<file path="src/wdt_consts.vh">
// Constants for the watchdog timer: register offsets, field positions,
// reset values and divide ratios.
// Included by the watchdog top, the checker and the testbench by its bare name.
`ifndef WDT_CONSTS_VH
`define WDT_CONSTS_VH

// Register byte offsets
`define WDT_ADDR_W          8
`define WDT_OFS_RSTCTL      8'h00
`define WDT_OFS_STAT        8'h04
`define WDT_OFS_MASK        8'h08
`define WDT_OFS_CNT         8'h0C

// Reset control register fields
`define WDT_RSTCTL_IDLE     2
`define WDT_RSTCTL_SLEEP    3
`define WDT_RSTCTL_TMO      4
`define WDT_RSTCTL_SWEN     5
`define WDT_RSTCTL_RST      6'h00

// Interrupt status and mask fields
`define WDT_INT_TMO_RST     0
`define WDT_INT_WAKE        1
`define WDT_INT_W           2
`define WDT_INT_RST         2'h0

// Oscillator and divide ratios (ratio minus one where a divider takes it)
`define WDT_RCOSC_HZ        512000
`define WDT_RCOSC_DIV_M1    2'h3
`define WDT_PSA_W           9
`define WDT_PSA_M1_1        9'h000
`define WDT_PSA_M1_8        9'h007
`define WDT_PSA_M1_64       9'h03F
`define WDT_PSA_M1_512      9'h1FF
`define WDT_PSB_W           4
`define WDT_CNT_W           8
`define WDT_CNT_MAX         8'hFF

// Power-save mode encodings
`define WDT_MODE_RUN        2'h0
`define WDT_MODE_SLEEP      2'h1
`define WDT_MODE_IDLE       2'h2

`endif

</file>
<file path="src/wdt_div.v">
// Divider stage: emits a one-cycle pulse on every (ratio_m1+1)-th enable.
// Assumes enables and clear come from logic on clk_sys.
`timescale 1ns/10ps
`default_nettype none

module wdt_div #(
    parameter W = 4
) (
    // Clock and reset
    input  wire         clk_sys,
    input  wire         nrst,
    // Control
    input  wire         clr,
    input  wire         en,
    input  wire [W-1:0] ratio_m1,
    // Output pulse
    output wire         tick
);

    reg  [W-1:0] cnt_q;
    reg  [W-1:0] cnt_d;

    // Pulse is combinational so cascaded stages advance in the same cycle
    assign tick = en & ~clr & (cnt_q == ratio_m1);

    always @*
    begin
        cnt_d = cnt_q;
        if (clr)
            cnt_d = {W{1'b0}};
        else if (tick)
            cnt_d = {W{1'b0}};
        else if (en)
            cnt_d = cnt_q + {{(W-1){1'b0}}, 1'b1};
    end

    always @(posedge clk_sys)
    begin
        if (!nrst)
            cnt_q <= {W{1'b0}};
        else
            cnt_q <= cnt_d;
    end

endmodule

`default_nettype wire

</file>
<file path="src/wdt_top.v">
// Watchdog timer: low-power RC tick divided by four, two cascaded
// prescalers, an 8-bit counter, reset/wake requests and status bits.
// Assumes the core reset logic pulses dev_reset for device resets other
// than power-on, and that nrst is the power-on reset on clk_sys.
//
// Our own choices: the address map and strobed register access.
`timescale 1ns/10ps
`default_nettype none
`include "wdt_consts.vh"

module wdt_top (
    // Clock and reset
    input  wire                    clk_sys,
    input  wire                    nrst,
    // Oscillator pin
    input  wire                    low_power_rc_osc,
    // Nonvolatile configuration
    input  wire                    cfg_watchdog_enable,
    input  wire [1:0]              cfg_prescale_first_sel,
    input  wire [3:0]              cfg_prescale_second_sel,
    // Core events
    input  wire                    dev_reset,
    input  wire                    clear_watchdog_instr,
    input  wire                    power_save_instr,
    input  wire                    power_save_idle,
    input  wire                    other_wake,
    // Requests to the core
    output reg                     wdt_reset_req_q,
    output reg                     wdt_wake_req_q,
    // Register port
    input  wire [`WDT_ADDR_W-1:0]  reg_addr,
    input  wire [31:0]             reg_wdata,
    input  wire                    reg_wr,
    input  wire                    reg_rd,
    output reg  [31:0]             reg_rdata_q,
    // Interrupt
    output reg                     irq_q
);

    // Prescaler A ratio decode
    function [`WDT_PSA_W-1:0] psa_ratio_m1;
        input [1:0] sel;
        begin
            case (sel)
                2'h0:    psa_ratio_m1 = `WDT_PSA_M1_1;
                2'h1:    psa_ratio_m1 = `WDT_PSA_M1_8;
                2'h2:    psa_ratio_m1 = `WDT_PSA_M1_64;
                default: psa_ratio_m1 = `WDT_PSA_M1_512;
            endcase
        end
    endfunction

    // Power-save states
    localparam [1:0] MODE_RUN   = 2'h0;
    localparam [1:0] MODE_SLEEP = 2'h1;
    localparam [1:0] MODE_IDLE  = 2'h2;

    reg                    osc_s1_q;
    reg                    osc_s2_q;
    reg                    osc_s3_q;
    reg                    cfg_en_q;
    reg  [1:0]             cfg_psa_q;
    reg  [3:0]             cfg_psb_q;
    reg                    sw_en_q;
    reg                    sw_en_d;
    reg  [2:0]             rflags_q;
    reg  [2:0]             rflags_d;
    reg  [1:0]             mode_q;
    reg  [1:0]             mode_d;
    reg  [`WDT_CNT_W-1:0]  cnt_q;
    reg  [`WDT_CNT_W-1:0]  cnt_d;
    reg  [`WDT_INT_W-1:0]  stat_q;
    reg  [`WDT_INT_W-1:0]  stat_d;
    reg  [`WDT_INT_W-1:0]  mask_q;
    reg  [`WDT_INT_W-1:0]  mask_d;
    reg  [31:0]            rdata_d;
    wire                   osc_rise;
    wire                   tick_128k;
    wire                   tick_a;
    wire                   tick_b;
    wire                   wdt_on;
    wire                   wdt_clr;
    wire                   timeout;
    wire                   wr_rstctl;
    wire                   wr_stat;
    wire                   wr_mask;

    // Oscillator pin is asynchronous; only the second and third stages feed logic
    always @(posedge clk_sys)
    begin
        if (!nrst)
        begin
            osc_s1_q <= 1'b0;
            osc_s2_q <= 1'b0;
            osc_s3_q <= 1'b0;
        end
        else
        begin
            osc_s1_q <= low_power_rc_osc;
            osc_s2_q <= osc_s1_q;
            osc_s3_q <= osc_s2_q;
        end
    end

    // Rising edges of the slow pin become single-cycle enables
    assign osc_rise = osc_s2_q & ~osc_s3_q;

    // Configuration is sampled only while in reset, so run-time changes on
    // the pins cannot alter enable or timeout
    always @(posedge clk_sys)
    begin
        if (!nrst)
        begin
            cfg_en_q  <= cfg_watchdog_enable;
            cfg_psa_q <= cfg_prescale_first_sel;
            cfg_psb_q <= cfg_prescale_second_sel;
        end
    end

    assign wdt_on  = cfg_en_q | sw_en_q;
    // Disabled watchdog is also held clear so enabling starts a full period
    assign wdt_clr = dev_reset | power_save_instr | clear_watchdog_instr | ~wdt_on;

    // Divide-by-four stays free running: it belongs to the clock source
    wdt_div #(
        .W        (2)
    ) u_osc_div (
        .clk_sys  (clk_sys),
        .nrst     (nrst),
        .clr      (1'b0),
        .en       (osc_rise),
        .ratio_m1 (`WDT_RCOSC_DIV_M1),
        .tick     (tick_128k)
    );

    wdt_div #(
        .W        (`WDT_PSA_W)
    ) u_psa (
        .clk_sys  (clk_sys),
        .nrst     (nrst),
        .clr      (wdt_clr),
        .en       (tick_128k),
        .ratio_m1 (psa_ratio_m1(cfg_psa_q)),
        .tick     (tick_a)
    );

    wdt_div #(
        .W        (`WDT_PSB_W)
    ) u_psb (
        .clk_sys  (clk_sys),
        .nrst     (nrst),
        .clr      (wdt_clr),
        .en       (tick_a),
        .ratio_m1 (cfg_psb_q),
        .tick     (tick_b)
    );

    // Period = 256 ticks of 128 kHz times both ratios
    assign timeout = tick_b & (cnt_q == `WDT_CNT_MAX);

    always @*
    begin
        cnt_d = cnt_q;
        if (wdt_clr)
            cnt_d = {`WDT_CNT_W{1'b0}};
        else if (tick_b)
            cnt_d = cnt_q + 8'h01;
    end

    // Power-save mode tracking; counting does not depend on the mode
    always @*
    begin
        mode_d = mode_q;
        // Any wake returns to run, so a later timeout resets instead of waking
        case (mode_q)
            MODE_RUN:
                if (power_save_instr)
                    mode_d = power_save_idle ? MODE_IDLE : MODE_SLEEP;
            MODE_SLEEP,
            MODE_IDLE:
                if (timeout | other_wake | dev_reset)
                    mode_d = MODE_RUN;
            default:
                mode_d = MODE_RUN;
        endcase
    end

    assign wr_rstctl = reg_wr & (reg_addr == `WDT_OFS_RSTCTL);
    assign wr_stat = reg_wr & (reg_addr == `WDT_OFS_STAT);
    assign wr_mask = reg_wr & (reg_addr == `WDT_OFS_MASK);

    // Flags: software may write them, a hardware set in the same cycle wins
    always @*
    begin
        sw_en_d  = sw_en_q;
        rflags_d = rflags_q;
        if (wr_rstctl)
        begin
            sw_en_d  = reg_wdata[`WDT_RSTCTL_SWEN];
            rflags_d = reg_wdata[`WDT_RSTCTL_TMO:`WDT_RSTCTL_IDLE];
        end
        if (dev_reset)
            sw_en_d = 1'b0;
        if (timeout)
        begin
            rflags_d[`WDT_RSTCTL_TMO-`WDT_RSTCTL_IDLE] = 1'b1;
            if (mode_q == MODE_SLEEP)
                rflags_d[`WDT_RSTCTL_SLEEP-`WDT_RSTCTL_IDLE] = 1'b1;
            if (mode_q == MODE_IDLE)
                rflags_d[0] = 1'b1;
        end
    end

    always @*
    begin
        stat_d = stat_q;
        if (wr_stat)
            stat_d = stat_q & ~reg_wdata[`WDT_INT_W-1:0];
        // Event bits split by what the timeout did to the core
        if (timeout & (mode_q == MODE_RUN))
            stat_d[`WDT_INT_TMO_RST] = 1'b1;
        if (timeout & (mode_q != MODE_RUN))
            stat_d[`WDT_INT_WAKE] = 1'b1;
    end

    always @*
    begin
        mask_d = mask_q;
        if (wr_mask)
            mask_d = reg_wdata[`WDT_INT_W-1:0];
    end

    // Read data stands only in the cycle after the strobe
    always @*
    begin
        rdata_d = 32'h00000000;
        if (reg_rd)
        begin
            case (reg_addr)
                `WDT_OFS_RSTCTL:
                begin
                    rdata_d[`WDT_RSTCTL_SWEN] = sw_en_q;
                    rdata_d[`WDT_RSTCTL_TMO:`WDT_RSTCTL_IDLE] = rflags_q;
                end
                `WDT_OFS_STAT: rdata_d[`WDT_INT_W-1:0] = stat_q;
                `WDT_OFS_MASK: rdata_d[`WDT_INT_W-1:0] = mask_q;
                `WDT_OFS_CNT:  rdata_d[`WDT_CNT_W-1:0] = cnt_q;
                default:       rdata_d = 32'h00000000;
            endcase
        end
    end

    always @(posedge clk_sys)
    begin
        if (!nrst)
        begin
            cnt_q           <= {`WDT_CNT_W{1'b0}};
            mode_q          <= MODE_RUN;
            sw_en_q         <= 1'b0;
            rflags_q        <= 3'h0;
            stat_q          <= `WDT_INT_RST;
            mask_q          <= `WDT_INT_RST;
            reg_rdata_q     <= 32'h00000000;
            irq_q           <= 1'b0;
            wdt_reset_req_q <= 1'b0;
            wdt_wake_req_q  <= 1'b0;
        end
        else
        begin
            cnt_q           <= cnt_d;
            mode_q          <= mode_d;
            sw_en_q         <= sw_en_d;
            rflags_q        <= rflags_d;
            stat_q          <= stat_d;
            mask_q          <= mask_d;
            reg_rdata_q     <= rdata_d;
            irq_q           <= |(stat_q & mask_q);
            // Requests are single-cycle pulses; the core must act on them at once
            wdt_reset_req_q <= timeout & (mode_q == MODE_RUN);
            wdt_wake_req_q  <= timeout & (mode_q != MODE_RUN);
        end
    end

endmodule

`default_nettype wire

</file>
<file path="config.mk">
export PLATFORM = sky130hd
export DESIGN_NAME = wdt_top
export DESIGN_NICKNAME = d
export VERILOG_FILES = /design/src/wdt_div.v /design/src/wdt_top.v
export VERILOG_INCLUDE_DIRS = /design/src /design/src/src
export SDC_FILE = /design/constraint.sdc
export NUM_CORES = 1
export LEC_CHECK = 0
export ABC_AREA = 1
export BUFFER_PORTS_ARGS = -buffer_cell sky130_fd_sc_hd__buf_2
export CAP_MARGIN = 20
export CORE_MARGIN = 8
export CORE_UTILIZATION = 45
export DETAILED_ROUTE_END_ITERATION = 6
export HOLD_SLACK_MARGIN = 0.05
export PLACE_DENSITY = 0.72
export SLEW_MARGIN = 20
export SYNTH_ARGS = -nofsm -noshare
export SYNTH_HDL_FRONTEND = slang
export SYNTH_SLANG_ARGS = --single-unit
</file>
<file path="constraint.sdc">
create_clock -name clk_sys -period 1.6 [get_ports clk_sys]
set_input_delay 0.16 -clock clk_sys [delete_from_list [all_inputs] [get_ports clk_sys]]
set_output_delay 0.16 -clock clk_sys [all_outputs]
set_load 0.01 [all_outputs]
</file>
== Word-level counts from Yosys, hierarchy flattened ==
Index checks and enable logic that the tools add are counted.

* Input port bits: 57
* Output and inout port bits: 35
* Register bits: 78
* Word-level logic and storage cells: 96

* Reduce and logical (&&, ||, !) cells: 17
* Add/subtract/negate cells: 4
* Equality and inequality tests: 13
* Mux-type cells: 14
* Bitwise logic cells: 25

{| class="wikitable"
|+ Operators by type and width
! cell !! number
|-
| 9-bit case mux with 3 select lines || 1
|-
| 8-bit by 4-bit equality test with 1-bit output (second input constant) || 2
|-
| 1-bit AND || 12
|-
| 2-bit OR reduction || 5
|-
| 9-bit by 1-bit adder with 9-bit output (second input constant) || 1
|-
| 9-bit equality test || 1
|-
| 8-bit by 1-bit adder with 8-bit output (second input constant) || 1
|-
| 8-bit by 3-bit equality test with 1-bit output (second input constant) || 1
|-
| 8-bit equality test (second input constant) || 1
|-
| 8-bit zero test || 1
|-
| 2-bit 2-to-1 mux || 4
|-
| 4-bit case mux with 2 select lines || 1
|-
| 2-bit nonzero test || 4
|-
| 2-bit equality test (second input constant) || 3
|-
| 3-bit 2-to-1 mux || 2
|-
| 1-bit bitwise OR || 6
|-
| 2-bit case mux with 3 select lines || 1
|-
| 3-bit OR reduction || 2
|-
| 4-bit by 1-bit adder with 4-bit output (second input constant) || 1
|-
| 2-bit AND || 2
|-
| 2-bit by 1-bit equality test with 1-bit output (second input constant) || 2
|-
| 4-bit equality test || 1
|-
| 2-bit zero test || 2
|-
| 1-bit 2-to-1 mux || 4
|-
| other kinds (7) || 12
|}

== Depth between registers and ports, before layout ==
* Depth after elaboration: 13
* Mapped depth: 13
* Gate-level depth less buffers: 12

== Hierarchy ==
Synthesis repeated with hierarchy kept, for this count alone.

* Cell total of the unflattened synthesis: 416
* Area total of the unflattened synthesis: 2914.0 µm²

{| class="wikitable"
|+ Modules (own cells, without submodules)
! module !! area each (µm²) !! times used !! seq. area each (µm²) !! cells each
|-
| wdt_top || 1920.6 || 1 || 850.8 || 253
|-
| wdt_div at u_psa || 589.3 || 1 || 180.2 || 96
|-
| wdt_div at u_psb || 260.2 || 1 || 80.1 || 43
|-
| wdt_div at u_osc_div || 143.9 || 1 || 40.0 || 24
|}

== Worst setup path before layout ==
OpenSTA, ideal clock, no wires.

* Kind: register to register
* Start: register cnt_q[0]
* End: register mode_q[1]
* Data required time: 1.487 ns
* Arrival: 1.408 ns
* Setup time: 0.113 ns
* Path buffers: 0
* Period minus slack after synthesis: 1.521 ns
* Stages on the path, launching flop included: 11
* Path slack: 0.079 ns
* Cell sequence: dfxtp_1 ha_1 nand2_1 nor2_1 nand2_1 nor3_2 nand3_1 nand2_1 nand2_1 nor2_1 nor2_1

* Cells in the longest elaborated chain, start to end: 6

{| class="wikitable"
|+ RTL lines
! item !! RTL line !! text
|-
| start: declaration || wdt_top.v:70 || <nowiki>reg [`WDT_CNT_W-1:0] cnt_q;</nowiki>
|-
| start signal: assignment || wdt_top.v:257 || <nowiki>cnt_q <= {`WDT_CNT_W{1'b0}};</nowiki>
|-
| start signal: assignment || wdt_top.v:270 || <nowiki>cnt_q <= cnt_d;</nowiki>
|-
| 8-bit equality test (no line) || - ||
|-
| 1-bit AND || wdt_top.v:159 || <nowiki>assign timeout = tick_b & (cnt_q == `WDT_CNT_MAX);</nowiki>
|-
| 1-bit bitwise OR (2 in a row) || wdt_top.v:181 || <nowiki>if (timeout | other_wake | dev_reset)</nowiki>
|-
| 2-bit != test (no line) || - ||
|-
| 2-bit AND reduction (no line) || - ||
|-
| end signal: assignment || wdt_top.v:271 || <nowiki>mode_q <= mode_d;</nowiki>
|-
| end: declaration || wdt_top.v:68 || <nowiki>reg [1:0] mode_q;</nowiki>
|}

No other way between the ends.
A chain may end at the register's enable or synchronous reset.

== Final worst setup path ==
* Start: register cfg_psa_q[1]
* End: register u_psb.cnt_q[3]

* Cells in the longest elaborated chain, start to end: 7
* Elaborated cells on any way between the ends: 9
* Classes of those cells: 3 x eq/ne; 1 x mux; 3 x bitwise; 2 x reduce/logical

{| class="wikitable"
|+ RTL lines
! item !! RTL line !! text
|-
| start: declaration || wdt_top.v:62 || <nowiki>reg [1:0] cfg_psa_q;</nowiki>
|-
| start signal: assignment || wdt_top.v:115 || <nowiki>cfg_psa_q <= cfg_prescale_first_sel;</nowiki>
|-
| 2-bit equality test (tied with other cells) || wdt_top.v:44 || <nowiki>case (sel)</nowiki>
|-
| 9-bit case mux with 3 select lines * || wdt_top.v:44 ||
|-
| 9-bit equality test * || wdt_div.v:24 || <nowiki>assign tick = en & ~clr & (cnt_q == ratio_m1);</nowiki>
|-
| 1-bit AND * || wdt_div.v:24 ||
|-
| 1-bit AND (2 in a row) || wdt_div.v:24 ||
|-
| 3-bit OR reduction (no line) || - ||
|-
| end signal: assignment || wdt_div.v:40 || <nowiki>cnt_q <= {W{1'b0}};</nowiki>
|-
| end signal: assignment || wdt_div.v:42 || <nowiki>cnt_q <= cnt_d;</nowiki>
|-
| end: declaration || wdt_div.v:20 || <nowiki>reg [W-1:0] cnt_q;</nowiki>
|}

Mark *: on every way between the ends. The rest lies on a longest branch, timed or not.

==> results.toml <==
[detailed_routing]
ant_nets = 0
wl_per_cell_um = 11.7
vias = 2449
drc = 0
drt-initial-drc-count = 136
viasPerCell = 4.72
routed_wirelength_um = 6080
firstDrtPassIters = 4

[critical_path]
rr_worst_depth = 10
worstSetupPathType = "flip-flop to flip-flop"
cp-start-kind = "flip-flop"
endpoint_kind = "flip-flop"
regToRegSetupSlack_ns = -0.16
reg2reg_from = "cfg_psa_q[1]"
path_max_fanout = 8
crit_chain = "nand2_2, buf_6, nand3_2, nand2_2, nand3_2, nor2_4, buf_4, nand2_1, or2_0, a21oi_1"
cp.arrival_ns = 1.99
worstPathRequired_ns = 1.84
critPathMaxStageDelay_ns = 0.52
reg2reg_to = "u_psb.cnt_q[3]"
cpMaxStageDelayCell = "edfxtp_1"

[floorplanning]
start_util = 0.464
core_um2 = 5890
io_pins = 92
rows = 28
die_y_um = 93.9
die_area_um2 = 8820
chipWidth_um = 93.9

[clock_tree]
clock_latency_ns = 0.30
clk_pin_slew_worst_paths_ns = 0.09
cts_tree = "done"
numCtsBuffers = 5
clock-sinks = 54
cts-root-buf = "clkbuf_8"
cts_buffer_depth = 2
cts_max_level = 2

[place]
hpwl_um = 4570
placed_cells = 494
placed_area_um2 = 3100
gp_congestion = 0.871
portBuffers = 41

[timing]
finalMaxSlewViolations = 0
relSlewSlack = 0.662
rsz0062_at_grt = "true"
finalHoldViolations = 0
setup_tns_ns = -3.04
max_freq_ghz = 0.570
setup_viol = 30
min_period_ns = 1.76
setup_ws_ns = -0.155
period_share = 1.10
fin_skew_ns = 0.00836
worst_pin_slew_ns = 0.504

[worst_hold_path]
min_path_type = "input port to flip-flop"
worstHoldStart = "reg_wdata[3]"
hold_depth = 3
hold_end = "rflags_q[1]"

[global_routing]
grt_pass1_wl_um = 9860
groute.usage.overall = 0.136
grt_overflow = 0
grt_pass1_vias = 2336
antenna_found_initial = 0
grt_max_degree = 17

[power_and_ir_drop]
p_leak_nw = 1.60
p_total_mw = 2.61
powerDensity_nw_per_um2 = 751
ir_drop_mv = 0.471

[yosys]
ys.flop_type = "dfxtp_1"
synth_edf_count = 7
yosys-top-cells-area = "dfxtp_1 (34%), nand2_1 (9.5%), edfxtp_1 (7.7%)"
synthArstFlopShare = 0
synth_seq_area_share = 0.421
synth.avg_cell_area_um2 = 7.63
syn_inst = 358
ys_seq_elements = 54
syn-cell-area_um2 = 2730
yosys_warnings = 0
netlist.area_leader.share = 0.344
synth_area_leader_cell = "dfxtp_1"
synth_cell_types = 40

[outcome]
violations = "setup timing"
outcome = "finished, violations left"

[finish]
n_antenna_cell = 0
nets = 507
design_area_um2 = 3480
nFillCells = 535
final_cells = 519
synthToLayoutAreaGrowth_pct = 27.3
fin_util = 0.591
drive_gt1_frac = 0.270

[flow_run]
maxCapViolCount = 0
==> synth_stat cells (2+ instances only) <==
cell      number
a21oi_1       13
a31o_2         2
and3_1         3
buf_2          2
buf_4         24
dfxtp_1       47
edfxtp_1       7
ha_1           7
inv_1         54
nand2_1       69
nand3_1       16
nand4_1        6
nor2_1        45
nor3_1         6
nor3b_1        2
nor4_1         3
o21ai_0       15
o21ai_1        3
o22ai_1        2
or2_2          3
xnor2_1        2
xor2_1         9
==> state kept, by name (all words and copies together), names as in the netlist <==
register and count:
u_psa.cnt_q 9, cfg_en_q 1, cnt_q 8, wdt_reset_req_q 1, mode_q 2, reg_rdata_q 8, osc_s1_q 1, sw_en_q 1
u_osc_div.cnt_q 2, rflags_q 3, u_psb.cnt_q 4, irq_q 1, cfg_psa_q 2, stat_q 2, wdt_wake_req_q 1, cfg_psb_q 4
osc_s2_q 1, osc_s3_q 1, mask_q 2
==> final cells by class <==
| cell class | instances | area [um2] | share of cell area |
|---|---|---|---|
| tap | 75 | 93.8 | 0.0270 |
| sequential | 54 | 1150 | 0.331 |
| clock buffer | 6 | 72.6 | 0.0209 |
| inverter | 54 | 203 | 0.0583 |
| timing repair buffer | 82 | 554 | 0.159 |
| multi-input combinational | 246 | 1370 | 0.393 |
| clock inverter | 2 | 36.3 | 0.0104 |
==> layer usage <==
| layer | part of all wire | vias up | GRT usage |
|---|---|---|---|
| met5 | 0 | - | 0 |
| met4 | 0.012 | 0 | 0.0449 |
| met3 | 0.068 | 7 | 0.0296 |
| met2 | 0.48 | 62 | 0.238 |
| met1 | 0.44 | 1129 | 0.160 |
| li1 | - | 1251 | - |
==> per-stage QoR <==
| step | hold WS (ns) | setup slack [ns] |
|---|---|---|
| 2_1_floorplan | 0.238 | 0.0789 |
| 3_3_place_gp | 0.338 | -0.0968 |
| 3_5_place_dp | 0.338 | -0.138 |
| 4_1_cts | 0.101 | -0.0925 |
| 5_1_grt | 0.123 | -0.313 |
| 6_report | 0.127 | -0.155 |
==> placed cells by master (no fill, tap or decap), drive strengths merged, types with 2 or more instances in the layout <==
cell,Yosys,layout
nand4,6,6
nor2,46,46
nor4,3,3
dlygate4sd3,0,9
o21ai,18,18
xor2,9,9
buf,27,73
nand3,18,18
nor3b,3,3
and3,3,3
clkbuf,1,6
inv,54,55
o22ai,2,2
or2,5,5
nor3,8,8
a31o,2,2
conb,1,24
nand2,71,72
a21oi,13,13
ha,7,7
xnor2,2,2
edfxtp,7,7
dfxtp,47,47
==> power breakdown <==
| group | switching [mW] | internal, mW | leakage [nW] |
|---|---|---|---|
| combinational | 0.174 | 0.122 | 1.09 |
| clock | 0.419 | 0.468 | 0.0557 |
| sequential | 0.0225 | 1.40 | 0.448 |
| total | 0.616 | 1.99 | 1.60 |
==> how the worst max path moves through the flow <==
stage	startpoint	to	slack [ns]	depth (start not counted)
floorplan	cnt_q[0]	mode_q[1]	0.08	10
global placement	cfg_psa_q[1]	mode_q[1]	-0.1	10
detailed placement	cfg_psa_q[1]	mode_q[1]	-0.14	11
CTS	cfg_psa_q[1]	mode_q[1]	-0.09	12
global route	cfg_psa_q[1]	u_psb.cnt_q[2]	-0.31	11
finish	cfg_psa_q[1]	u_psb.cnt_q[3]	-0.16	10
==> what timing repair did <==
| item | 4_1_cts | 5_1_grt |
|---|---|---|
| setup buffers | 2 | 5 |
| pin swaps | 10 | 11 |
| hold endpoints to repair | 9 | 0 |
| hold buffers | 9 | 0 |
| gates cloned | 1 | 0 |
| gates resized for setup | 21 | 18 |
| endpoints found under the setup margin | 27 | 30 |
==> logic make-up (layout without fill, tap and decap cells) <==
logic type	after synthesis	after routing	share of synthesized area
simple gates	164	165	0.281
buf+inv	82	144	0.149
flops	54	54	0.421
compound gates	39	39	0.0797
xor+xnor	11	11	0.0353
fa+ha+maj	7	7	0.0321
other cells	1	24	0.00137
==> worst max-delay path: cells and delay by family (launching register included) <==
kind | cells | cell delay, ns
simple gates | 7 | 0.80
flops | 1 | 0.52
buf+inv | 2 | 0.26
compound gates | 1 | 0.11
No activity file was read; power rests on OpenSTA's default activity.
